--- src/common/nct_pkg.sv ---
// Purpose: Shared constants and types for the memory command trigger block
// Assumes: 20 MHz system clock, synchronous active-low reset
// Notes:   Command codes and lock encodings are local choices
package nct_pkg;
  // Command register width and data/address widths
  localparam int CMD_W  = 7;
  localparam int ADDR_W = 24;
  localparam int DATA_W = 8;
  localparam int CRC_W  = 24;

  // Trigger kinds carried in the two top bits of a command code
  typedef enum logic [1:0] {
    NCT_TRIG_NONE   = 2'h0,
    NCT_TRIG_ACTION = 2'h1,
    NCT_TRIG_READ   = 2'h2,
    NCT_TRIG_WRITE  = 2'h3
  } nct_trig_t;

  // Command codes: {trigger kind, operation}
  localparam logic [CMD_W-1:0] CMD_NOP        = 7'h00;
  localparam logic [CMD_W-1:0] CMD_CRC_FLASH  = 7'h20;
  localparam logic [CMD_W-1:0] CMD_CRC_RANGE  = 7'h21;
  localparam logic [CMD_W-1:0] CMD_READ_MEM   = 7'h40;
  localparam logic [CMD_W-1:0] CMD_READ_PSIG  = 7'h41;
  localparam logic [CMD_W-1:0] CMD_READ_FUSE  = 7'h42;
  localparam logic [CMD_W-1:0] CMD_WRITE_MEM  = 7'h60;
  localparam logic [CMD_W-1:0] CMD_WRITE_USIG = 7'h61;
  localparam logic [CMD_W-1:0] CMD_WRITE_PSIG = 7'h62;
  localparam logic [CMD_W-1:0] CMD_WRITE_LOCK = 7'h63;
  localparam logic [CMD_W-1:0] CMD_LOAD_BUF   = 7'h64;
  localparam logic [CMD_W-1:0] CMD_ERASE_BUF  = 7'h65;

  // Field of the command code holding the trigger kind
  localparam int TRIG_HI = 6;
  localparam int TRIG_LO = 5;

  // Section select for lock lookup
  localparam logic [1:0] SEC_APP   = 2'h0;
  localparam logic [1:0] SEC_TABLE = 2'h1;
  localparam logic [1:0] SEC_BOOT  = 2'h2;

  // Lock field: bit0 blocks write, bit1 blocks read (0 = locked)
  localparam int LOCK_W_BIT = 0;
  localparam int LOCK_R_BIT = 1;
  localparam logic [1:0] LOCK_RESET = 2'h3;

  // CRC polynomial x^24+x^4+x^3+x+1, seed zero
  localparam logic [CRC_W-1:0] CRC_POLY = 24'h00001B;
  localparam logic [CRC_W-1:0] CRC_SEED = 24'h000000;

  // Operation length in cycles, OP_TIME_NS over CLK_NS rounded up
  localparam int OP_TIME_NS = 1000;
  localparam int CLK_NS     = 50;
  localparam int OP_CYCLES  = (OP_TIME_NS + CLK_NS - 1) / CLK_NS;
endpackage

--- src/common/nct_op_if.sv ---
// Purpose: Carries one started operation to the sequencer
// Assumes: Single clock domain
// Notes:   start is a one-cycle pulse, done marks completion
interface nct_op_if;
  import nct_pkg::*;
  logic              start;  // One-cycle request
  logic [CMD_W-1:0]  cmd;    // Latched command
  logic [ADDR_W-1:0] addr;   // Latched address
  logic [DATA_W-1:0] data;   // Latched data
  logic              busy;   // Sequencer running
  logic              done;   // One-cycle completion
  logic [CRC_W-1:0]  crc;    // Last checksum
  modport ctl (output start, cmd, addr, data, input busy, done, crc);
  modport seq (input start, cmd, addr, data, output busy, done, crc);
endinterface

--- src/hw/nct_controller.sv ---
// Purpose: Nonvolatile memory command and trigger controller
// Assumes: Requests arrive on clk; access ports are one-cycle strobes
// Notes:   Registers are plain ports; sequencer does the array work
//          Reads, writes and matching execute bits during busy are refused, never queued
// Summary of operation
// - Command-execute bit starts action commands
// - Memory read starts read commands
// - Memory write starts write commands
// - Self-programming triggers need change protection gate
// - Busy flag set while operation runs
// - Register writes ignored while busy
// - Programming blocks other programming
// - Programming refuses page buffer load/erase
// - Programming blocks external and application reads
// - External programmer: all but production row writable
// - Self-programming privileges limited, locks only tighten
// - Separate locks per section and requester
// - Checksum over whole flash or range
// - Processor keeps fetching during flash programming, except while writing the boot section
module nct_controller
  import nct_pkg::*;
(
  // Clock and reset
  input  wire logic              clk,
  input  wire logic              rstn,
  // Register writes (one-cycle strobes)
  input  wire logic              cmd_wr,
  input  wire logic [CMD_W-1:0]  cmd_wdata,
  input  wire logic              addr_wr,
  input  wire logic [ADDR_W-1:0] addr_wdata,
  input  wire logic              data_wr,
  input  wire logic [DATA_W-1:0] data_wdata,
  input  wire logic              command_execute_bit,
  input  wire logic              ctrl_b_wr,
  input  wire logic [ADDR_W-1:0] ctrl_b_wdata,
  input  wire logic              lock_wr,
  input  wire logic [11:0]       lock_wdata,
  // Requester identity and protection
  input  wire logic              ext_prog,
  input  wire logic              change_protection_gate,
  input  wire logic              from_boot,
  input  wire logic [1:0]        section,
  // Memory access triggers
  input  wire logic              nvm_read,
  input  wire logic              nvm_write,
  // Memory array port
  output logic                   mem_req,
  output logic                   mem_we,
  output logic [ADDR_W-1:0]      mem_addr,
  output logic [DATA_W-1:0]      mem_wdata,
  input  wire logic              mem_ack,
  input  wire logic [15:0]       mem_rword,
  // Status
  output logic                   busy,
  output logic                   refused,
  output logic                   cpu_fetch_ok,
  output logic [CMD_W-1:0]       cmd_reg,
  output logic [CRC_W-1:0]       crc_result,
  output logic [11:0]            lock_bits
);
  // Operation channel toward the sequencer; the sequencer owns busy,
  // so the register freeze and the start gate see one and the same flag
  nct_op_if op ();

  // Requester-visible registers and their next values
  logic [CMD_W-1:0]  cmd,  next_cmd;    // Command register
  logic [ADDR_W-1:0] addr, next_addr;   // Address register
  logic [DATA_W-1:0] data, next_data;   // Data register
  logic [ADDR_W-1:0] cend, next_cend;   // Control B: checksum end
  logic [11:0]       lock, next_lock;   // {ext, boot, table, app} x2 bits
  logic              rej,  next_rej;    // Refusal pulse
  logic              go;                // Start request this cycle
  logic              allowed;           // Privilege check result
  nct_trig_t         kind;              // Trigger kind of command

  // Lock layout: one pair per section for self-programming, low bits
  // first, and a single pair for the external programmer on top.
  // A cleared bit closes the path; reset leaves every path open.
  // Two lock bits for the requester and section in question
  function automatic logic [1:0] lock_of(input logic [11:0] l,
                                         input logic e,
                                         input logic [1:0] s);
    logic [1:0] r;
    r = e ? l[11:10] : l[2*s +: 2];
    return r;
  endfunction

  // Trigger kind lives in the top bits of the held command, so a
  // command write alone never starts anything: the event must follow
  assign kind = nct_trig_t'(cmd[TRIG_HI:TRIG_LO]);

  // Privilege check against requester and section locks
  // Order matters: the requester rule is settled first, then the
  // section lock may only narrow the result, never widen it
  always_comb begin
    logic [1:0] lk;
    lk      = lock_of(lock, ext_prog, section);
    allowed = 1'b1;
    if (ext_prog) begin
      allowed = (cmd != CMD_WRITE_PSIG);
    end else if (!change_protection_gate) begin
      allowed = 1'b0;
    end else begin
      // Application code only reads flash; boot code may write
      case (cmd)
        CMD_WRITE_PSIG: allowed = 1'b0;
        CMD_WRITE_MEM, CMD_WRITE_USIG, CMD_WRITE_LOCK:
          allowed = from_boot;
        default: allowed = 1'b1;
      endcase
    end
    // Section lock: read path and write path are closed separately
    if (kind == NCT_TRIG_READ && !lk[LOCK_R_BIT]) begin
      allowed = 1'b0;
    end
    if (kind == NCT_TRIG_WRITE && !lk[LOCK_W_BIT]) begin
      allowed = 1'b0;
    end
  end

  // Trigger decode: only the matching event starts the command
  // An event of the wrong kind is not a refusal when idle: a plain read while a
  // write command is held simply passes by the controller
  always_comb begin
    go = 1'b0;
    case (kind)
      NCT_TRIG_ACTION: go = command_execute_bit;
      NCT_TRIG_READ:   go = nvm_read;
      NCT_TRIG_WRITE:  go = nvm_write;
      default:         go = 1'b0;
    endcase
  end

  // Register next values; everything frozen while busy
  // Writes that arrive while busy are dropped, not queued: the
  // requester has to repeat them once busy has fallen.
  // Refusal is reported one cycle late, as a single-cycle pulse
  always_comb begin
    next_cmd  = cmd;
    next_addr = addr;
    next_data = data;
    next_cend = cend;
    next_lock = lock;
    next_rej  = 1'b0;
    if (!op.busy) begin
      if (cmd_wr) begin
        next_cmd = cmd_wdata;
      end
      if (addr_wr) begin
        next_addr = addr_wdata;
      end
      if (data_wr) begin
        next_data = data_wdata;
      end
      if (ctrl_b_wr) begin
        next_cend = ctrl_b_wdata;
      end
      if (lock_wr) begin
        // Self-programming may only clear lock bits (tighten)
        next_lock = ext_prog ? lock_wdata : (lock & lock_wdata);
      end
    end
    // Busy: any array access, and the execute bit under an action command, is refused; nothing starts
    // A refused trigger leaves every register as it was
    if (op.busy && (go || nvm_read || nvm_write)) begin
      next_rej = 1'b1;
    end else if (go && !allowed) begin
      next_rej = 1'b1;
    end
  end

  // Register state
  // Synchronous reset; locks come back fully open
  always_ff @(posedge clk) begin
    if (!rstn) begin
      cmd  <= CMD_NOP;
      addr <= '0;
      data <= '0;
      cend <= '0;
      lock <= {6{LOCK_RESET}};
      rej  <= 1'b0;
    end else begin
      cmd  <= next_cmd;
      addr <= next_addr;
      data <= next_data;
      cend <= next_cend;
      lock <= next_lock;
      rej  <= next_rej;
    end
  end

  // Start only when idle and permitted
  // Start is combinational so busy rises on the very next edge;
  // the held command, address and data feed the sequencer directly
  assign op.start = go && allowed && !op.busy;
  assign op.cmd   = cmd;
  assign op.addr  = addr;
  assign op.data  = data;

  // Operation sequencer: checksum walk and array handshake
  // It alone talks to the array; the controller never waits on it
  nct_sequencer u_seq (
    .clk       (clk),
    .rstn      (rstn),
    .op        (op),
    .crc_end   (cend),
    .mem_req   (mem_req),
    .mem_we    (mem_we),
    .mem_addr  (mem_addr),
    .mem_wdata (mem_wdata),
    .mem_ack   (mem_ack),
    .mem_rword (mem_rword)
  );

  // Status outputs
  // The fetch flag is a coarse view: only a write into the boot
  // section, where the loader runs, stalls the processor
  assign busy       = op.busy;
  assign refused    = rej;
  // Fetch stays open unless the write targets the boot section
  assign cpu_fetch_ok = !(mem_we && section == SEC_BOOT);
  assign cmd_reg    = cmd;
  assign crc_result = op.crc;
  assign lock_bits  = lock;
endmodule

--- src/hw/nct_sequencer.sv ---
// Purpose: Runs one memory operation and the checksum walk
// Assumes: Memory array answers mem_ack within any number of cycles
// Notes:   Busy rises the cycle after start and falls with done
module nct_sequencer
  import nct_pkg::*;
(
  // Clock and reset
  input  wire logic  clk,
  input  wire logic  rstn,
  // Operation channel
  nct_op_if.seq      op,
  // Checksum range end (inclusive word address)
  input  wire logic [ADDR_W-1:0] crc_end,
  // Memory array port
  output logic              mem_req,
  output logic              mem_we,
  output logic [ADDR_W-1:0] mem_addr,
  output logic [DATA_W-1:0] mem_wdata,
  input  wire logic         mem_ack,
  input  wire logic [15:0]  mem_rword
);
  // One-hot sequencer states
  typedef enum logic [2:0] {
    NCT_S_IDLE = 3'h1,
    NCT_S_MEM  = 3'h2,
    NCT_S_CRC  = 3'h4
  } nct_seq_t;

  nct_seq_t          state, next_state;     // Sequencer state
  logic [ADDR_W-1:0] cur,   next_cur;       // Walking address
  logic [CRC_W-1:0]  crc,   next_crc;       // Signature register
  logic              done,  next_done;      // Completion pulse
  logic              we,    next_we;        // Write direction

  // One signature step over a 16-bit word
  function automatic logic [CRC_W-1:0] misr(input logic [CRC_W-1:0] s,
                                            input logic [15:0] d);
    logic [CRC_W-1:0] t;
    t = {s[CRC_W-2:0], 1'b0} ^ (s[CRC_W-1] ? CRC_POLY : CRC_SEED);
    return t ^ {{(CRC_W-16){1'b0}}, d};
  endfunction

  // Next-state logic
  always_comb begin
    next_state = state;
    next_cur   = cur;
    next_crc   = crc;
    next_done  = 1'b0;
    next_we    = we;
    case (state)
      NCT_S_IDLE: begin
        if (op.start) begin
          next_cur = op.addr;
          next_we  = (op.cmd[TRIG_HI:TRIG_LO] == NCT_TRIG_WRITE);
          if (op.cmd[TRIG_HI:TRIG_LO] == NCT_TRIG_ACTION) begin
            // Whole flash starts at zero, range starts at address
            if (op.cmd == CMD_CRC_FLASH) begin
              next_cur = '0;
            end
            next_crc   = CRC_SEED;
            next_state = NCT_S_CRC;
          end else begin
            next_state = NCT_S_MEM;
          end
        end
      end
      NCT_S_MEM: begin
        // Busy holds until the array confirms
        if (mem_ack) begin
          next_done  = 1'b1;
          next_state = NCT_S_IDLE;
        end
      end
      NCT_S_CRC: begin
        // Whole words only: an odd range reads one extra byte
        if (mem_ack) begin
          next_crc = misr(crc, mem_rword);
          next_cur = cur + ADDR_W'(2);
          if (cur >= crc_end) begin
            next_done  = 1'b1;
            next_state = NCT_S_IDLE;
          end
        end
      end
      default: next_state = NCT_S_IDLE;
    endcase
  end

  // State registers
  always_ff @(posedge clk) begin
    if (!rstn) begin
      state <= NCT_S_IDLE;
      cur   <= '0;
      crc   <= CRC_SEED;
      done  <= 1'b0;
      we    <= 1'b0;
    end else begin
      state <= next_state;
      cur   <= next_cur;
      crc   <= next_crc;
      done  <= next_done;
      we    <= next_we;
    end
  end

  // Outputs toward the controller and the array
  assign op.busy   = (state != NCT_S_IDLE);
  assign op.done   = done;
  assign op.crc    = crc;
  assign mem_req   = (state != NCT_S_IDLE);
  assign mem_we    = we && (state == NCT_S_MEM);
  assign mem_addr  = cur;
  assign mem_wdata = op.data;
endmodule

--- config.mk ---
export PLATFORM = sky130hd
export DESIGN_NAME = nct_controller
export DESIGN_NICKNAME = d
export VERILOG_FILES = /design/src/common/nct_pkg.sv /design/src/common/nct_op_if.sv /design/src/hw/nct_controller.sv /design/src/hw/nct_sequencer.sv
export SDC_FILE = /design/constraint.sdc
export NUM_CORES = 1
export LEC_CHECK = 0
export BUFFER_PORTS_ARGS = -buffer_cell sky130_fd_sc_hd__buf_2
export CORE_MARGIN = 8
export CORE_UTILIZATION = 56
export CTS_CLUSTER_SIZE = 28
export DETAILED_ROUTE_END_ITERATION = 6
export PLACE_DENSITY = 0.86
export SYNTH_ARGS = -nofsm -noshare
export SYNTH_HDL_FRONTEND = slang
export SYNTH_SLANG_ARGS = --single-unit
--- constraint.sdc ---
create_clock -name clk -period 3.3 [get_ports clk]
set_clock_uncertainty 0.05 [all_clocks]
set_input_delay 0.33 -clock clk [delete_from_list [all_inputs] [get_ports clk]]
set_output_delay 0.33 -clock clk [all_outputs]
set_load 0.01 [all_outputs]
# Word level (Yosys, flattened, before mapping)
# Index checks and enable logic that the tools add are counted.
dict set report word_totals {
  register_bits 128
  latch_bits 0
  mem_bits_rw 0
  rom_bits 0
  in_bits 107
  output_inout_bits 80
  wordCells 88
  mem_count 0
}
dict set report op_classes {
  addsub 1
  n_mul 0
  div_mod_pow 0
  n_lt_le_gt_ge 1
  n_eq_ne 19
  n_shift 1
  n_mux 26
  bitwise_logic 4
  n_reduce_logical 26
}
# cell count
set op_table {}
lappend op_table {{$mux W24} 7}
lappend op_table {{$pmux W24 S2} 2}
lappend op_table {{$eq A7 B7 Y1 const B} 4}
lappend op_table {{$add A24 B2 Y24 const B} 1}
lappend op_table {{$ge A24 B24 Y1} 1}
lappend op_table {{$xor A24 B16 Y24} 1}
lappend op_table {{$xor A24 B24 Y24} 1}
lappend op_table {{$mux W3} 5}
lappend op_table {{$and A12 B12 Y12} 1}
lappend op_table {{$mux W12} 1}
lappend op_table {{$reduce_and A2 Y1} 6}
lappend op_table {{$shiftx A12 B4 Y2} 1}
lappend op_table {{$pmux W3 S3} 1}
lappend op_table {{$logic_and A1 B1 Y1} 8}
lappend op_table {{$reduce_and A4 Y1} 2}
lappend op_table {{$eq A7 B6 Y1 const B} 1}
lappend op_table {{$ne A7 B7 Y1 const B} 1}
lappend op_table {{$eq A2 B2 Y1 const B} 3}
lappend op_table {{$mux W1} 6}
lappend op_table {{$ne A2 B2 Y1 const B} 3}
lappend op_table {{$logic_not A1 Y1} 5}
lappend op_table {{$mux W5} 1}
lappend op_table {{$ne A2 B1 Y1 const B} 2}
lappend op_table {{$eq A3 B1 Y1 const B} 1}
lappend op_table {{12 further kinds} 13}

# Logic depth before layout (Yosys ltp)
# Gate-level depths: netlist of run 1.
dict set report depth {
  ltp_word 11
  depth_mapped 9
  depth_no_buf 8
}

# Modules after synthesis
# From an unflattened synthesis of run 1, not the netlist that was laid out.
dict set report unflattened {
  cells_unflattened 796
  area_unflattened_um2 6597.6
}
# mod n_inst cells_each area_per_inst_um2 seq_area_each_um2
set by_module_without_submodules {}
lappend by_module_without_submodules {nct_sequencer 1 459 3606.0 1061.0}
lappend by_module_without_submodules {nct_controller 1 337 2991.6 1521.5}

# Worst setup path before layout of run 1
# Ideal clock, no wire load.
dict set report synth_path {
  kind {input -> register}
  from {in ext_prog}
  to {reg u_seq.cur[19], in the netlist u_seq.mem_addr[19]}
  setup_time_ns 0.125
  t_arrival_ns 1.899
  t_required_ns 3.125
  path_slack_ns 1.226
  path_stages 6
  path_buffers 2
  path_cell_list {buf_2 -> o311a_1 -> or4_4 -> buf_6 -> a222oi_1 -> nor2_1}
}
dict set report synth_between {
  elab_chain_len 9
  word_cells_on_any_way 12
  classes_between {1 x eq/ne; 4 x mux; 7 x reduce/logical}
}
# item line
set synth_lines {}
lappend synth_lines {{from (decl)} nct_controller.sv:39} ;# input wire logic ext_prog,
lappend synth_lines {{$mux W2} nct_controller.sv:84} ;# r = e ? l[11:10] : l[2*s +: 2];
lappend synth_lines {{$logic_not A1 Y1} nct_controller.sv:113} ;# if (kind == NCT_TRIG_READ && !lk[LOCK_R_BIT]) begin
lappend synth_lines {{$logic_and A1 B1 Y1} nct_controller.sv:113}
lappend synth_lines {{$mux W1} nct_controller.sv:113}
lappend synth_lines {{$mux W1 *} nct_controller.sv:116} ;# if (kind == NCT_TRIG_WRITE && !lk[LOCK_W_BIT]) begin
lappend synth_lines {{$logic_and A1 B1 Y1 * (2 in series)} nct_controller.sv:195} ;# assign op.start = go && allowed && !op.busy;
lappend synth_lines {{$ne A2 B2 Y1 (no line) *} --}
lappend synth_lines {{$reduce_and A3 Y1 (no line) *} --}
lappend synth_lines {{to (signal assigned)} nct_sequencer.sv:99} ;# cur <= next_cur;
lappend synth_lines {{to (decl)} nct_sequencer.sv:30} ;# logic [ADDR_W-1:0] cur, next_cur;
# Mark *: on every way between the ends. The rest lies on a longest branch, timed or not.
# A chain may end at the register's enable or synchronous reset.

# Worst setup path after layout of run 1
dict set report layout_path {
  from {reg u_seq.cur[1], in the netlist u_seq.mem_addr[1]}
  to {reg u_seq.cur[23], in the netlist u_seq.mem_addr[23]}
}
dict set report layout_between {
  elab_chain_len 3
}
# item line
set layout_lines {}
lappend layout_lines {{$add A24 B2 Y24} nct_sequencer.sv:78} ;# next_cur = cur + ADDR_W'(2);
lappend layout_lines {{$mux W24} nct_sequencer.sv:76} ;# if (mem_ack) begin
lappend layout_lines {{$pmux W24 S2} nct_sequencer.sv:50} ;# case (state)
# Every way passes these cells. The select of a mux whose other input is x is not followed.

==> results of run 1 <==
-- cells by family after synthesis --
logic type	after synthesis	synth area share, %
simple gates	302	20.87
compound gates	180	18.43
flops	128	40.67
buf+inv	82	5.580
xor+xnor	35	4.865
mux	29	4.627
fa+ha+maj	25	4.964
-- layout make-up --
cell class                      instances  area (µm²)
Multi-Input combinational cell        571        3402
Fill cell                             845        2824
Sequential cell                       128        2562
Timing Repair Buffer                  222        1266
Clock buffer                           23       456.7
Tap cell                              140       175.2
Inverter                               31       116.4
Clock inverter                          9       85.08
-- synthesized netlist by cell type, types with 6 or more instances --
| cell type | number |
|---|---|
| sky130_fd_sc_hd__o22ai_1 | 13 |
| sky130_fd_sc_hd__xor2_1 | 19 |
| sky130_fd_sc_hd__dfxtp_1 | 128 |
| sky130_fd_sc_hd__xnor2_1 | 16 |
| sky130_fd_sc_hd__nand3_1 | 24 |
| sky130_fd_sc_hd__ha_1 | 25 |
| sky130_fd_sc_hd__o21ai_0 | 10 |
| sky130_fd_sc_hd__o211ai_1 | 6 |
| sky130_fd_sc_hd__clkbuf_1 | 38 |
| sky130_fd_sc_hd__o31ai_1 | 8 |
| sky130_fd_sc_hd__mux2i_1 | 28 |
| sky130_fd_sc_hd__nor2_1 | 18 |
| sky130_fd_sc_hd__buf_2 | 8 |
| sky130_fd_sc_hd__a21oi_1 | 84 |
| sky130_fd_sc_hd__nand4_1 | 7 |
| sky130_fd_sc_hd__nand2_1 | 210 |
| sky130_fd_sc_hd__a22oi_1 | 9 |
| sky130_fd_sc_hd__a211oi_1 | 14 |
| sky130_fd_sc_hd__inv_1 | 30 |
| sky130_fd_sc_hd__nor3_1 | 12 |
-- what timing repair did --
action	4_1_cts	5_1_grt
hold endpoints to repair	19	7
hold buffers	19	7
resized for setup	0	0
-- power by group --
group	switching (µW)	total, µW	internal, µW
clock	671	1710	1040
sequential	81.0	1710	1630
combinational	322	566	245
total	1070	3980	2910
-- per-layer routing --
metal | wire length [µm] | share of wire, % | up-vias | global-route usage (%)
met3 | 1892 | 10 | 42 | 7.867
met5 | 0 | 0 | - | 0
met1 | 7930 | 42 | 2937 | 31.67
met2 | 8702 | 46 | 331 | 39.32
li1 | - | - | 3088 | -
met4 | 474 | 2.5 | 0 | 8.225
-- worst max-delay path: stages (launching register included) --
cell,delay [ns]
sky130_fd_sc_hd__dfxtp_1,0.47
sky130_fd_sc_hd__ha_1,0.27
sky130_fd_sc_hd__nand3_1,0.21
sky130_fd_sc_hd__nor2_1,0.52
sky130_fd_sc_hd__nand2_1,0.24
sky130_fd_sc_hd__o41ai_1,0.42
sky130_fd_sc_hd__a31oi_1,0.07
sky130_fd_sc_hd__a21oi_1,0.17
-- worst min path at each step --
stage	to	startpoint	slack [ns]
2_1_floorplan	u_seq.we	u_seq.we	0.38
3_3_place_gp	data[0]	data[0]	0.39
3_5_place_dp	data[0]	data[0]	0.39
4_1_cts	cend[15]	ctrl_b_wdata[15]	0.00001
5_1_grt	cend[5]	ctrl_b_wdata[5]	0.0003
6_report	cend[15]	ctrl_b_wdata[15]	0.01
-- stage by stage --
stage	hold WS, ns	area (µm²)	setup WS, ns	instances
2_1_floorplan	0.3818	6301	1.226	781
3_3_place_gp	0.3887	7262	1.006	1066
3_5_place_dp	0.3930	7262	0.9360	1066
4_1_cts	0.00001071	7994	0.8824	1117
5_1_grt	0.0003353	8064	0.7075	1124
6_report	0.01069	8064	0.8084	1124
==> results list, run 1 <==
- Critical path data required time: roughly 3.7 ns
- Initial standard-cell utilization of the core: just under 60%
- Critical path fanouts, max: 8
- In the routed layout, each cell is associated on average with a via count of ~5.7.
- Total global routing track utilization: between 20% and 30%
* Reported max-cap violation count: 0
* Die Wd: 122.1 µm
- Synth warn: 0
- For this run, the top clock speed supported by timing is approximately 400 MHz.
- Area share of the largest cell type after synthesis: about two fifths
- The library cell used most frequently in the layout, excluding fill and tap cells, is sky130_fd_sc_hd__nand2_1.
* H-tree levels: 4
* DR pass1 iterations: 6
- Summing over every cut layer, the via total after detailed routing is between 6000 and 7000.
* Clock Sinks: between 100 and 150
- Number of buffers on the longest clock path: 2
* CP Class: flip-flop to flip-flop
* Shortest clock period the worst path allows after layout: 2.492 ns
- The worst setup path is captured at a flip-flop.
- The worst setup path is launched from a flip-flop.
- Worst Hold Depth: 3
- Synthesis inferred 128 register bits.
- Routed wire length per instance: 16.90 µm
- Biggest area consumer among synthesized cells: sky130_fd_sc_hd__dfxtp_1
* Half-perimeter wire length after detailed placement: ~13 mm
- Ratio of cells with drive above 1 in the final layout: about a quarter
- Number of primary I/O pins: around 190
- Total gr overflow: 0
- Worst Path Arrival: around 2.9 ns
* First-pass GRT wire length: between 30 and 40 mm
- Antenna violations before repair: 0
- The region available for standard cell placement spans approximately 11000 µm².
* Source of the critical timing path: u_seq.mem_addr[1]
* Die boundary height: around 120 µm
- R2R Setup Slk: a little over 0.8 ns
* Routability congestion estimate from global placement: ~0.91
- Most frequent cells in the layout: sky130_fd_sc_hd__nand2_1 (210), sky130_fd_sc_hd__buf_2 (186), sky130_fd_sc_hd__dfxtp_1 (128), sky130_fd_sc_hd__a21oi_1 (84), sky130_fd_sc_hd__inv_1 (30)
* Row count: 38
* Tightest Pin Transition: 0.9656 ns
- The via count of the first global-routing pass is about 6000.
- Setup violations remaining at the end of the flow were counted as 0.
* Power per Cell Area: roughly 490 nW/µm²
- CTS root buf: sky130_fd_sc_hd__clkbuf_8
* IO Port Bufs: between 150 and 200
- For the worst flop-to-flop path, the logic depth is 7.
* CP endpoint: u_seq.mem_addr[23]
- Clock latency of the later-clocked register in the worst-skew pair: 0.51 ns
- In the final timing run, aggregate negative setup slack is 0 ns.
* Utilization after layout: between 70% and 80%
* Class of the tightest hold or removal check: primary input to flip-flop
- After synthesis, flip-flops and latches occupy 40.67% of the total area.
* Clock-pin slew on the worst setup and hold paths: ~0.060 ns
- Commonest register cell after synthesis: sky130_fd_sc_hd__dfxtp_1
- Leakage power of the design: roughly 0.0037 µW
- Netlist cell types: 59
- The number of pins exceeding their max-slew limit in the final report was 0.
- Post-synth EDFFs: 0
* Number of instances in the synthesized netlist: around 800
* DRC Markers: 0
- For this block, the initial DRC count from the detailed router was approximately 660.
- Number of clock buffers inserted by TritonCTS: 17
- Setup repair after global routing left no endpoint under its margin.
- Post-CTS timing repair inserted 0 buffers for setup.
* Beginning of the worst register-to-register path: u_seq.mem_addr[1]
* Hold violation total from the final report: 0
* TritonCTS clock tree: done
* Die area: between 10000 and 15000 µm²
- By area the synthesized netlist is led by sky130_fd_sc_hd__dfxtp_1 (41%), sky130_fd_sc_hd__nand2_1 (13%), sky130_fd_sc_hd__a21oi_1 (6.7%).
- From synthesis to final layout, the design area changed by 27.98%.
* Worst rel slew slack: between 30% and 40%
- Endpoint of the worst-slack reg-to-reg timing path: u_seq.mem_addr[23]
- In this run the remaining antenna-violating nets after routing total 0.
- When the netlist entered floorplanning its net count stood at between 900 and 1000.
* Post-Synthesis Mean Instance Area: just over 8 µm²
* Layout net count: about 1100
- The final layout contains routed wiring with a total length of 19.00 mm.
* Async set-reset flop share out of synthesis: 0%
* Status: finished clean
* Synthesized cell area: 6301 µm²
- Diodes inserted: 0
- Maximum number of pins on one net before global-route repair: between 60 and 70
- The worst path uses approximately three quarters of the clock period.
- Total power of the final layout: between 3000 and 4000 µW
- Across the VDD grid, the largest voltage drop is 0.2841 mV.
No activity file was read; power rests on OpenSTA's default activity.
==> run 2: changes to the inputs <==
--- a/config.mk
+++ b/config.mk
@@ -5,12 +5,13 @@
 export SDC_FILE = /design/constraint.sdc
 export NUM_CORES = 1
 export LEC_CHECK = 0
+export ABC_AREA = 1
 export BUFFER_PORTS_ARGS = -buffer_cell sky130_fd_sc_hd__buf_2
 export CORE_MARGIN = 8
-export CORE_UTILIZATION = 56
+export CORE_UTILIZATION = 47
 export CTS_CLUSTER_SIZE = 28
 export DETAILED_ROUTE_END_ITERATION = 6
-export PLACE_DENSITY = 0.86
+export PLACE_DENSITY = 0.76
 export SYNTH_ARGS = -nofsm -noshare
 export SYNTH_HDL_FRONTEND = slang
 export SYNTH_SLANG_ARGS = --single-unit
==> constraint.sdc (replaced) <==
create_clock -name clk -period 2.1 [get_ports clk]
set_clock_uncertainty 0.05 [all_clocks]
set_input_delay 0.21 -clock clk [delete_from_list [all_inputs] [get_ports clk]]
set_output_delay 0.21 -clock clk [all_outputs]
set_load 0.01 [all_outputs]
==> results list, run 2 <==
* Worst Hold Endpoint: addr[17] (was cend[15])
- Pins over their slew limit: 0 (unchanged)
- Worst Hold Depth: 3 (unchanged)
- Worst rel slew slack: 67.37% (was 35.47%)
- RSZ-0062 raised after global routing: true (was false)
- The cell at the root of the clock tree was sky130_fd_sc_hd__clkbuf_16 (was sky130_fd_sc_hd__clkbuf_8).
* Share of cell area taken by muxes after synthesis: 0% (was 4.627%)
* TritonCTS clock tree: done (unchanged)
- The required time at the worst-slack endpoint is 2.36 ns (was 3.68 ns).
* Half-perimeter wire length after detailed placement: 13.69 mm (was 12.96 mm)
- Clock latency of the later-clocked register in the worst-skew pair: 0.42 ns (was 0.51 ns)
- Die Wd: 133.9 µm (was 122.1 µm)
- The clock slew at the register clock pins of the worst setup and hold paths came to 0.06 ns (about the same).
* Synthesized cell area: 6533 µm² (was 6301 µm²)
- Number of register bits inferred by synthesis: 128 (unchanged)
* Source of the critical timing path: u_seq.state[1] (was u_seq.mem_addr[1])
- R2R Setup Slk: 0.15 ns (was 0.81 ns)
- The final routed wirelength across all metal layers was 19.01 mm (was 19.00 mm).
* Number of clock buffers inserted by TritonCTS: 17 (unchanged)
* Die boundary height: 133.9 µm (was 122.1 µm)
* VDD IR max: 0.8326 mV (was 0.2841 mV)
* Number of cells on the worst reg-to-reg path: 6 (was 7)
- The die outline area is 17930 µm² (was 14900 µm²).
- Remaining antenna violation count: 0 (unchanged)
- Biggest area consumer among synthesized cells: sky130_fd_sc_hd__dfxtp_1 (unchanged)
* Net load switching power: 4404 µW (was 1074 µW)
* Share of the synthesized netlist area taken by xor and xnor gates: 3.352% (was 4.865%)
- The number of iterations in the first detailed-routing pass is 5 (was 6).
* Total global routing track utilization: 21.27% (was 24.91%)
- Synth warn: 0 (unchanged)
- The pin count of the biggest net entering global routing came to 47 (was 62).
* Area of combinational cells with multiple inputs: 3383 µm² (was 3402 µm²)
- The count of final setup violators was 0 (unchanged).
* Highest signal layer in the routed design: met4 (unchanged)
* Shortest clock period the worst path allows after layout: 1.947 ns (was 2.492 ns)
- The sequential cell area fraction in the yosys report came to 39.23% (was 40.67%).
* Worst setup slack after layout: 0.1534 ns (was 0.8084 ns)
* Crit-path cells: nor3_2, buf_4, nand2_1, o21ai_0, nor2_1, dlygate4sd3_1 (was ha_1, nand3_1, nor2_1, nand2_1, o41ai_1, a31oi_1, a21oi_1)
- The number of distinct library cells after synthesis is 39 (was 59).
* Logic gate share of total power: 39.8% (was 14.2%)
- The most common flop cell mapped by yosys is sky130_fd_sc_hd__dfxtp_1 (unchanged).
- The routed metal-1 wire length came to 8.245 mm (was 7.930 mm).
* Dominant combinational cell family by area after synthesis: simple AND/OR/NAND/NOR gates (unchanged)
* Most frequent cells in the layout: sky130_fd_sc_hd__buf_2 (185), sky130_fd_sc_hd__nand2_1 (184), sky130_fd_sc_hd__nor2_1 (146), sky130_fd_sc_hd__dfxtp_1 (128), sky130_fd_sc_hd__inv_1 (98) (was sky130_fd_sc_hd__nand2_1 (210), sky130_fd_sc_hd__buf_2 (186), sky130_fd_sc_hd__dfxtp_1 (128), sky130_fd_sc_hd__a21oi_1 (84), sky130_fd_sc_hd__inv_1 (30))
* Post-synth EDFFs: 0 (unchanged)
- The synthesized area per cell was 6.957 µm² (was 8.068 µm²).
- Sum of met3 wire segment lengths after detailed routing: 1.305 mm (was 1.892 mm)
* Tightest Pin Transition: 0.4879 ns (was 0.9656 ns)
- The mean routed wirelength per cell came to 14.00 µm (was 16.90 µm).
- The net count reported at finish is 1296 (was 1103).
- Wire length on met2: 8.899 mm (was 8.702 mm)
- The share of total power consumed by net switching was 37.71% (was 26.96%).
- The startpoint of the worst hold path is addr_wdata[17] (was ctrl_b_wdata[15]).
- Adder and majority cell fraction of the synthesized area: 4.788% (was 4.964%)
- The effective utilization at floorplan is 47.62% (was 57.87%).
- The worst setup slack after placement is 0.1581 ns (was 0.9360 ns).
- The fill cell total of the finished layout is 1237 (was 845).
* Number of instances in the synthesized netlist: 939 (was 781)
- The endpoint kind of the worst setup timing path is a flip-flop (unchanged).
* Number of primary I/O pins: 187 (unchanged)
- Final hold slack: 0.001402 ns (was 0.01069 ns)
* Cell with the largest stage delay on the worst path: sky130_fd_sc_hd__dlygate4sd3_1 (was sky130_fd_sc_hd__nor2_1)
- The share of synthesized cell area in and, or, nand and nor gates was 27.22% (was 20.87%).
- The post-route DRC violation count was 0 (unchanged).
* Post-synthesis compound-gate area fraction: 16.18% (was 18.43%)
- The count of buffers added by post-CTS timing repair for setup came to 0 (unchanged).
- Leakage power of the design: 0.004298 µW (was 0.003664 µW)
* Sequential share of power: 31.0% (was 42.9%)
- Status: finished clean (unchanged).
- The type of the tightest min-delay check is primary input to flip-flop (unchanged).
- H-tree levels: 4 (unchanged)
- First-pass GRT wire length: 31.25 mm (was 30.21 mm)
- The startpoint of the worst register-to-register path is u_seq.state[1] (was u_seq.mem_addr[1]).
* CP Class: flip-flop to flip-flop (unchanged)
* Reported max-cap violation count: 0 (unchanged)
- Max frequency: 513.7 MHz (was 401.3 MHz)
* Int Pwr: 7274 µW (was 2910 µW)
- Ranking of synthesized cells by instance count: sky130_fd_sc_hd__nand2_1 (184), sky130_fd_sc_hd__nor2_1 (148), sky130_fd_sc_hd__dfxtp_1 (128) (was sky130_fd_sc_hd__nand2_1 (210), sky130_fd_sc_hd__dfxtp_1 (128), sky130_fd_sc_hd__a21oi_1 (84))
- Routability congestion estimate from global placement: 0.9356 (was 0.9097)
- The maximum cell stage delay along the critical path was 0.56 ns (was 0.52 ns).
- Row count: 43 (was 38)
* IO Port Bufs: 186 (unchanged)
- Critical Path Start Type: flip-flop (unchanged)
- Area share of the largest cell type after synthesis: 39.23% (was 40.67%)
* Via count of the routed design: 6710 (was 6398)
- The most common cell after layout, fill and taps aside is sky130_fd_sc_hd__buf_2 (was sky130_fd_sc_hd__nand2_1).
- The most frequent cell after synthesis is sky130_fd_sc_hd__nand2_1 (unchanged).
- The initial detailed-routing violation count came to 377 (was 662).
* Number of vias per cell: 4.941 (was 5.692)
- Clock Sinks: 128 (unchanged)
- Net count after synthesis: 1071 (was 913)
- Cell types with the largest area share after synthesis: sky130_fd_sc_hd__dfxtp_1 (39%), sky130_fd_sc_hd__nand2_1 (11%), sky130_fd_sc_hd__nor2_1 (8.5%) (was sky130_fd_sc_hd__dfxtp_1 (41%), sky130_fd_sc_hd__nand2_1 (13%), sky130_fd_sc_hd__a21oi_1 (6.7%))
* Endpoint of the worst-slack reg-to-reg timing path: cend[0] (was u_seq.mem_addr[23])
* Critical path fanouts, max: 5 (was 8)
- Ratio of cells with drive above 1 in the final layout: 22.94% (was 23.68%)
- The area of the placeable core came to 13720 µm² (was 10890 µm²).
- Synth-to-Final Area Change: 34.11% (was 27.98%)
* Hold violation total from the final report: 0 (unchanged)
* Total gr overflow: 0 (unchanged)
* Vias in the first global route: 6545 (was 5997)
- The relative contribution of the clock network to total power was 29.2% (was 42.9%).
- The total power divided by cell area was 1333 nW/µm² (was 494.1 nW/µm²).
- The register cell area after layout is 2562 µm² (unchanged).
* Antenna violations before repair: 1 (was 0)
* Number of buffers on the longest clock path: 2 (unchanged)
* Worst Path Arrival: 2.20 ns (was 2.87 ns)
- Async set-reset flop share out of synthesis: 0% (unchanged)
- The final worst-path cycle share is 92.69% (was 75.50%).
==> run 2: kinds of logic after synthesis <==
| logic type | Yosys count |
|---|---|
| AND/OR/NAND/NOR | 416 |
| AO/OA/AOI/OAI | 200 |
| buffers and inverters | 145 |
| flip-flops | 128 |
| XOR/XNOR | 25 |
| adder cells (fa/ha/maj) | 25 |
==> run 2: power groups by stage <==
stage	Combinational, µW	Sequential [µW]	Clock, µW
floorplan	3100	3780	0
global placement	4460	3630	0
detailed placement	4560	3660	0
CTS	4660	3610	3450
global route	5330	3710	3570
finish	4650	3610	3410
==> run 2: final cells by class <==
| class | count | share of cell area [%] |
|---|---|---|
| Antenna cell | 1 | 0.02856 |
| Clock buffer | 19 | 5.170 |
| Clock inverter | 13 | 2.642 |
| Inverter | 99 | 4.242 |
| Multi-Input combinational cell | 666 | 38.62 |
| Sequential cell | 128 | 29.25 |
| Tap cell | 180 | 2.571 |
| Timing Repair Buffer | 252 | 17.48 |
==> run 2: layer usage <==
metal | vias up | track usage, %
met2 | 212 | 34.60
met4 | 0 | 9.981
li1 | 3480 | -
met1 | 2977 | 24.73
met5 | - | 0
met3 | 41 | 7.180
==> run 2: how the worst max path moves through the flow <==
| stage | end | slack (ns) | cells after the start |
|---|---|---|---|
| final | cend[0] | 0.15 | 6 |
| after global routing | u_seq.mem_addr[4] | -0.008 | 11 |
| after CTS | u_seq.mem_addr[21] | 0.09 | 12 |
| after detailed placement | u_seq.mem_addr[23] | 0.16 | 11 |
| after global placement | u_seq.mem_addr[21] | 0.22 | 11 |
| after floorplan | u_seq.mem_addr[21] | 0.26 | 11 |
==> run 2: stage by stage <==
| stage | cell area [µm²] | power, µW | instances | setup TNS [ns] | util (%) |
|---|---|---|---|---|---|
| 2_1_floorplan | 6533 | 6883 | 939 | 0 | - |
| 3_3_place_gp | 7704 | 8094 | 1289 | 0 | 56.15 |
| 3_5_place_dp | 7704 | 8221 | 1289 | 0 | 56.15 |
| 4_1_cts | 8748 | 11720 | 1357 | 0 | 63.77 |
| 5_1_grt | 8761 | 12600 | 1358 | -0.01401 | 63.86 |
| 6_report | 8761 | 11680 | 1358 | 0 | 63.86 |
==> run 2: timing repair <==
item	4_1_cts	5_1_grt
gates resized for setup	0	3
endpoints found under the hold margin	35	0
hold buffers	36	0
endpoints found under the setup margin	0	10
==> run 2: critical path, delay by kind of cell, from the launching register on <==
family	cells	cell delay, ns
AOI/OAI and AO/OA	1	0.15
buffers and inverters	2	0.78
and+or+nand+nor	3	0.48
DFF	1	0.37
==> run 3: changes to the inputs <==
--- a/config.mk
+++ b/config.mk
@@ -8,10 +8,10 @@
 export ABC_AREA = 1
 export BUFFER_PORTS_ARGS = -buffer_cell sky130_fd_sc_hd__buf_2
 export CORE_MARGIN = 8
-export CORE_UTILIZATION = 47
+export CORE_UTILIZATION = 53
 export CTS_CLUSTER_SIZE = 28
 export DETAILED_ROUTE_END_ITERATION = 6
-export PLACE_DENSITY = 0.76
+export PLACE_DENSITY = 0.81
 export SYNTH_ARGS = -nofsm -noshare
 export SYNTH_HDL_FRONTEND = slang
 export SYNTH_SLANG_ARGS = --single-unit
==> constraint.sdc (replaced) <==
create_clock -name clk -period 2.2 [get_ports clk]
set_clock_uncertainty 0.05 [all_clocks]
set_input_delay 0.22 -clock clk [delete_from_list [all_inputs] [get_ports clk]]
set_output_delay 0.22 -clock clk [all_outputs]
set_load 0.01 [all_outputs]
==> results list, run 3 (synthesis results as in run 2) <==
- Status: finished clean (unchanged).
* DR pass1 iterations: 5 (unchanged)
- The share of total power consumed by net switching came to 39.31% (was 37.71%).
* Worst rel slew slack: 66.97% (was 67.37%)
- The startpoint of the worst register-to-register path is u_seq.mem_addr[21] (was u_seq.state[1]).
* Post-Layout Cell Count: 1310 (was 1358)
- TritonCTS clock tree: done (unchanged)
- The pin count of the biggest net entering global routing came to 48 (was 47).
- The relative contribution of the clock network to total power came to 25.5% (was 29.2%).
* Total global routing track utilization: 23.91% (was 21.27%)
* Int Pwr: 6367 µW (was 7274 µW)
- Total power of the final layout: 10490 µW (was 11680 µW)
- RSZ-0062 raised after global routing: false (was true)
* Antenna violations before repair: 0 (was 1)
- CTS root buf: sky130_fd_sc_hd__clkbuf_16 (unchanged)
- Total gr overflow: 0 (unchanged)
* Die area: 16130 µm² (was 17930 µm²)
- The number of clock sinks is 128 (unchanged).
- Shortest clock period the worst path allows after layout: 2.011 ns (was 1.947 ns)
- The number of cells on the worst reg-to-reg path is 12 (was 6).
- Placed cell count: 1248 (was 1289)
* Max frequency: 497.2 MHz (was 513.7 MHz)
- Row count: 40 (was 43)
- Clock-pin slew on the worst setup and hold paths: 0.05 ns (was 0.06 ns)
- Sequential share of power: 33.2% (was 31.0%)
- The total area of multi-input combinational cells came to 3376 µm² (was 3383 µm²).
- Clock latency of the later-clocked register in the worst-skew pair: 0.42 ns (about the same)
- Critical path data required time: 2.51 ns (was 2.36 ns)
- The total leakage power was 0.004175 µW (was 0.004298 µW).
* Endpoint of the worst-slack reg-to-reg timing path: u_seq.state[1] (was cend[0])
* Vias in the first global route: 6795 (was 6545)
- The register cell area after layout is 2562 µm² (unchanged).
- The first-pass GRT wire length came to 31.71 mm (was 31.25 mm).
- The average via count per standard cell is 5.170 (was 4.941).
- The count of final setup violators was 0 (unchanged).
- The switching power total came to 4125 µW (was 4404 µW).
* Crit path capture type: flip-flop (unchanged)
- The mean routed wirelength per cell was 14.52 µm (was 14.00 µm).
* Remaining antenna violation count: 0 (unchanged)
* Ratio of cells with drive above 1 in the final layout: 21.93% (was 22.94%)
- Half-perimeter wire length after detailed placement: 13.25 mm (was 13.69 mm)
- Final worst-path cycle share: 91.43% (was 92.69%)
* Setup TNS after final layout: 0 ns (unchanged)
* Most frequent cells in the layout: sky130_fd_sc_hd__buf_2 (185), sky130_fd_sc_hd__nand2_1 (184), sky130_fd_sc_hd__nor2_1 (147), sky130_fd_sc_hd__dfxtp_1 (128), sky130_fd_sc_hd__inv_1 (98) (was sky130_fd_sc_hd__buf_2 (185), sky130_fd_sc_hd__nand2_1 (184), sky130_fd_sc_hd__nor2_1 (146), sky130_fd_sc_hd__dfxtp_1 (128), sky130_fd_sc_hd__inv_1 (98))
- The combinational power share came to 41.3% (was 39.8%).
- The final routed wirelength across all metal layers was 19.03 mm (was 19.01 mm).
- The net count reported at finish was 1283 (was 1296).
* Reported max-cap violation count: 0 (unchanged)
- Worst hold path startpoint: addr_wdata[7] (was addr_wdata[17])
- The area of the placeable core came to 12010 µm² (was 13720 µm²).
- The type of the worst setup path was flip-flop to flip-flop (unchanged).
- The level count of the clock H-tree is 4 (unchanged).
* R2R Setup Slk: 0.19 ns (was 0.15 ns)
* Hold violation total from the final report: 0 (unchanged)
- The number of buffers on the longest clock path is 2 (unchanged).
- The maximum resistive drop on vdd was 0.8718 mV (was 0.8326 mV).
* IO Port Bufs: 186 (unchanged)
- The final weighted congestion of routability-driven global placement came to 0.9159 (was 0.9356).
* Initial standard-cell utilization of the core: 54.39% (was 47.62%)
- The number of antenna cells inserted was 0 (was 1).
- Number of clock buffers inserted by TritonCTS: 17 (unchanged)
- The final hold slack was 0.01399 ns (was 0.001402 ns).
* Via count of the routed design: 6773 (was 6710)
- The horizontal die dimension was 127.0 µm (was 133.9 µm).
- Critical path fanouts, max: 7 (was 5)
- Class of the tightest hold or removal check: primary input to flip-flop (unchanged)
- The capture endpoint of the worst hold path is addr[7] (was addr[17]).
- The instance count along the most critical hold path is 3 (unchanged).
- Pins over their slew limit: 0 (unchanged)
- The vertical die dimension was 127.0 µm (was 133.9 µm).
- The kind of start point of the critical path is a flip-flop (unchanged).
- Number of fillers in the final layout: 979 (was 1237)
- Power per Cell Area: 1240 nW/µm² (was 1333 nW/µm²)
* Utilization after layout: 70.43% (was 63.86%)
- The post-route DRC violation count is 0 (unchanged).
- The area growth from synthesis to final layout was 29.50% (was 34.11%).
- The initial detailed-routing violation count came to 377 (unchanged).
- The data arrival at the endpoint of the critical path is 2.32 ns (was 2.20 ns).
- The number of top-level pins came to 187 (unchanged).
- Most frequent standard cell in the layout excluding fill and tap cells: sky130_fd_sc_hd__buf_2 (unchanged)
- The measured slew at the worst slew-check pin is 0.4950 ns (was 0.4879 ns).
## run 3: cell count changes in the layout (fill, tap and decap cells not counted), sizes merged, moves of 4 or more
cell,before,now
bufinv,6,2
buf,216,208
clkbuf,19,24
dlygate4sd3,36,31
## run 3: area by class of cell
class                   count  share of cell area, %
clock inverters             7                  1.006
clock buffers              24                  5.576
multi-input cells         666                  39.91
inverters                  99                  4.393
flip-flops and latches    128                  30.29
repair buffers            239                  16.65
well taps                 147                  2.174
## run 3: how the worst max path moves through the flow
stage	startpoint	endpoint	slack, ns	cells after the start
detailed placement	u_seq.mem_addr[21]	u_seq.state[1]	0.09	12
floorplan	u_seq.mem_addr[1]	u_seq.mem_addr[21]	0.36	11
global route	cmd_reg[5]	u_seq.op.crc[18]	0.0005	9
CTS	u_seq.mem_addr[21]	u_seq.state[1]	0.06	12
finish	u_seq.mem_addr[21]	u_seq.state[1]	0.19	12
global placement	u_seq.mem_addr[21]	u_seq.state[0]	0.02	11
## run 3: critical path, cell delays in order (launching register included)
cell and delay (ns):
sky130_fd_sc_hd__dfxtp_1 0.45, sky130_fd_sc_hd__ha_1 0.31, sky130_fd_sc_hd__nand2_1 0.08, sky130_fd_sc_hd__inv_1 0.03, sky130_fd_sc_hd__o21ai_1 0.21, sky130_fd_sc_hd__nand3_1 0.14
sky130_fd_sc_hd__nor2_1 0.14, sky130_fd_sc_hd__nand3_1 0.13, sky130_fd_sc_hd__nand2_1 0.14, sky130_fd_sc_hd__nor2_2 0.07, sky130_fd_sc_hd__nand2_1 0.06, sky130_fd_sc_hd__nand2_1 0.05
sky130_fd_sc_hd__nor2_1 0.08
## run 3: repair_timing
item | in CTS | in global routing
resized for setup | 0 | 2
setup endpoints to repair | 0 | 6
hold buffers | 31 | 0
hold endpoints to repair | 31 | 0
setup buffers | 0 | 0
## run 3: per-stage QoR
stage,setup slack (ns),cell area (µm²)
finish,0.1886,8459
global route,0.0004776,8459
detailed placement,0.08527,7590
global placement,0.02120,7590
floorplan,0.3595,6533
CTS,0.06206,8457
## run 3: power groups by stage
stage	combinational [µW]	sequential [µW]	clock (µW)
after global routing	4990	3560	2820
after CTS	4340	3470	2720
final	4340	3480	2670
after detailed placement	4240	3510	0
after global placement	4140	3490	0
after floorplan	2960	3610	0
## run 3: metal layers
metal | wire (µm) | global-route usage (%) | vias up
li1 | - | - | 3455
met4 | 363 | 9.727 | 0
met1 | 7755 | 26.66 | 3020
met2 | 9126 | 40.58 | 264
met5 | 0 | 0 | -
met3 | 1779 | 8.694 | 34
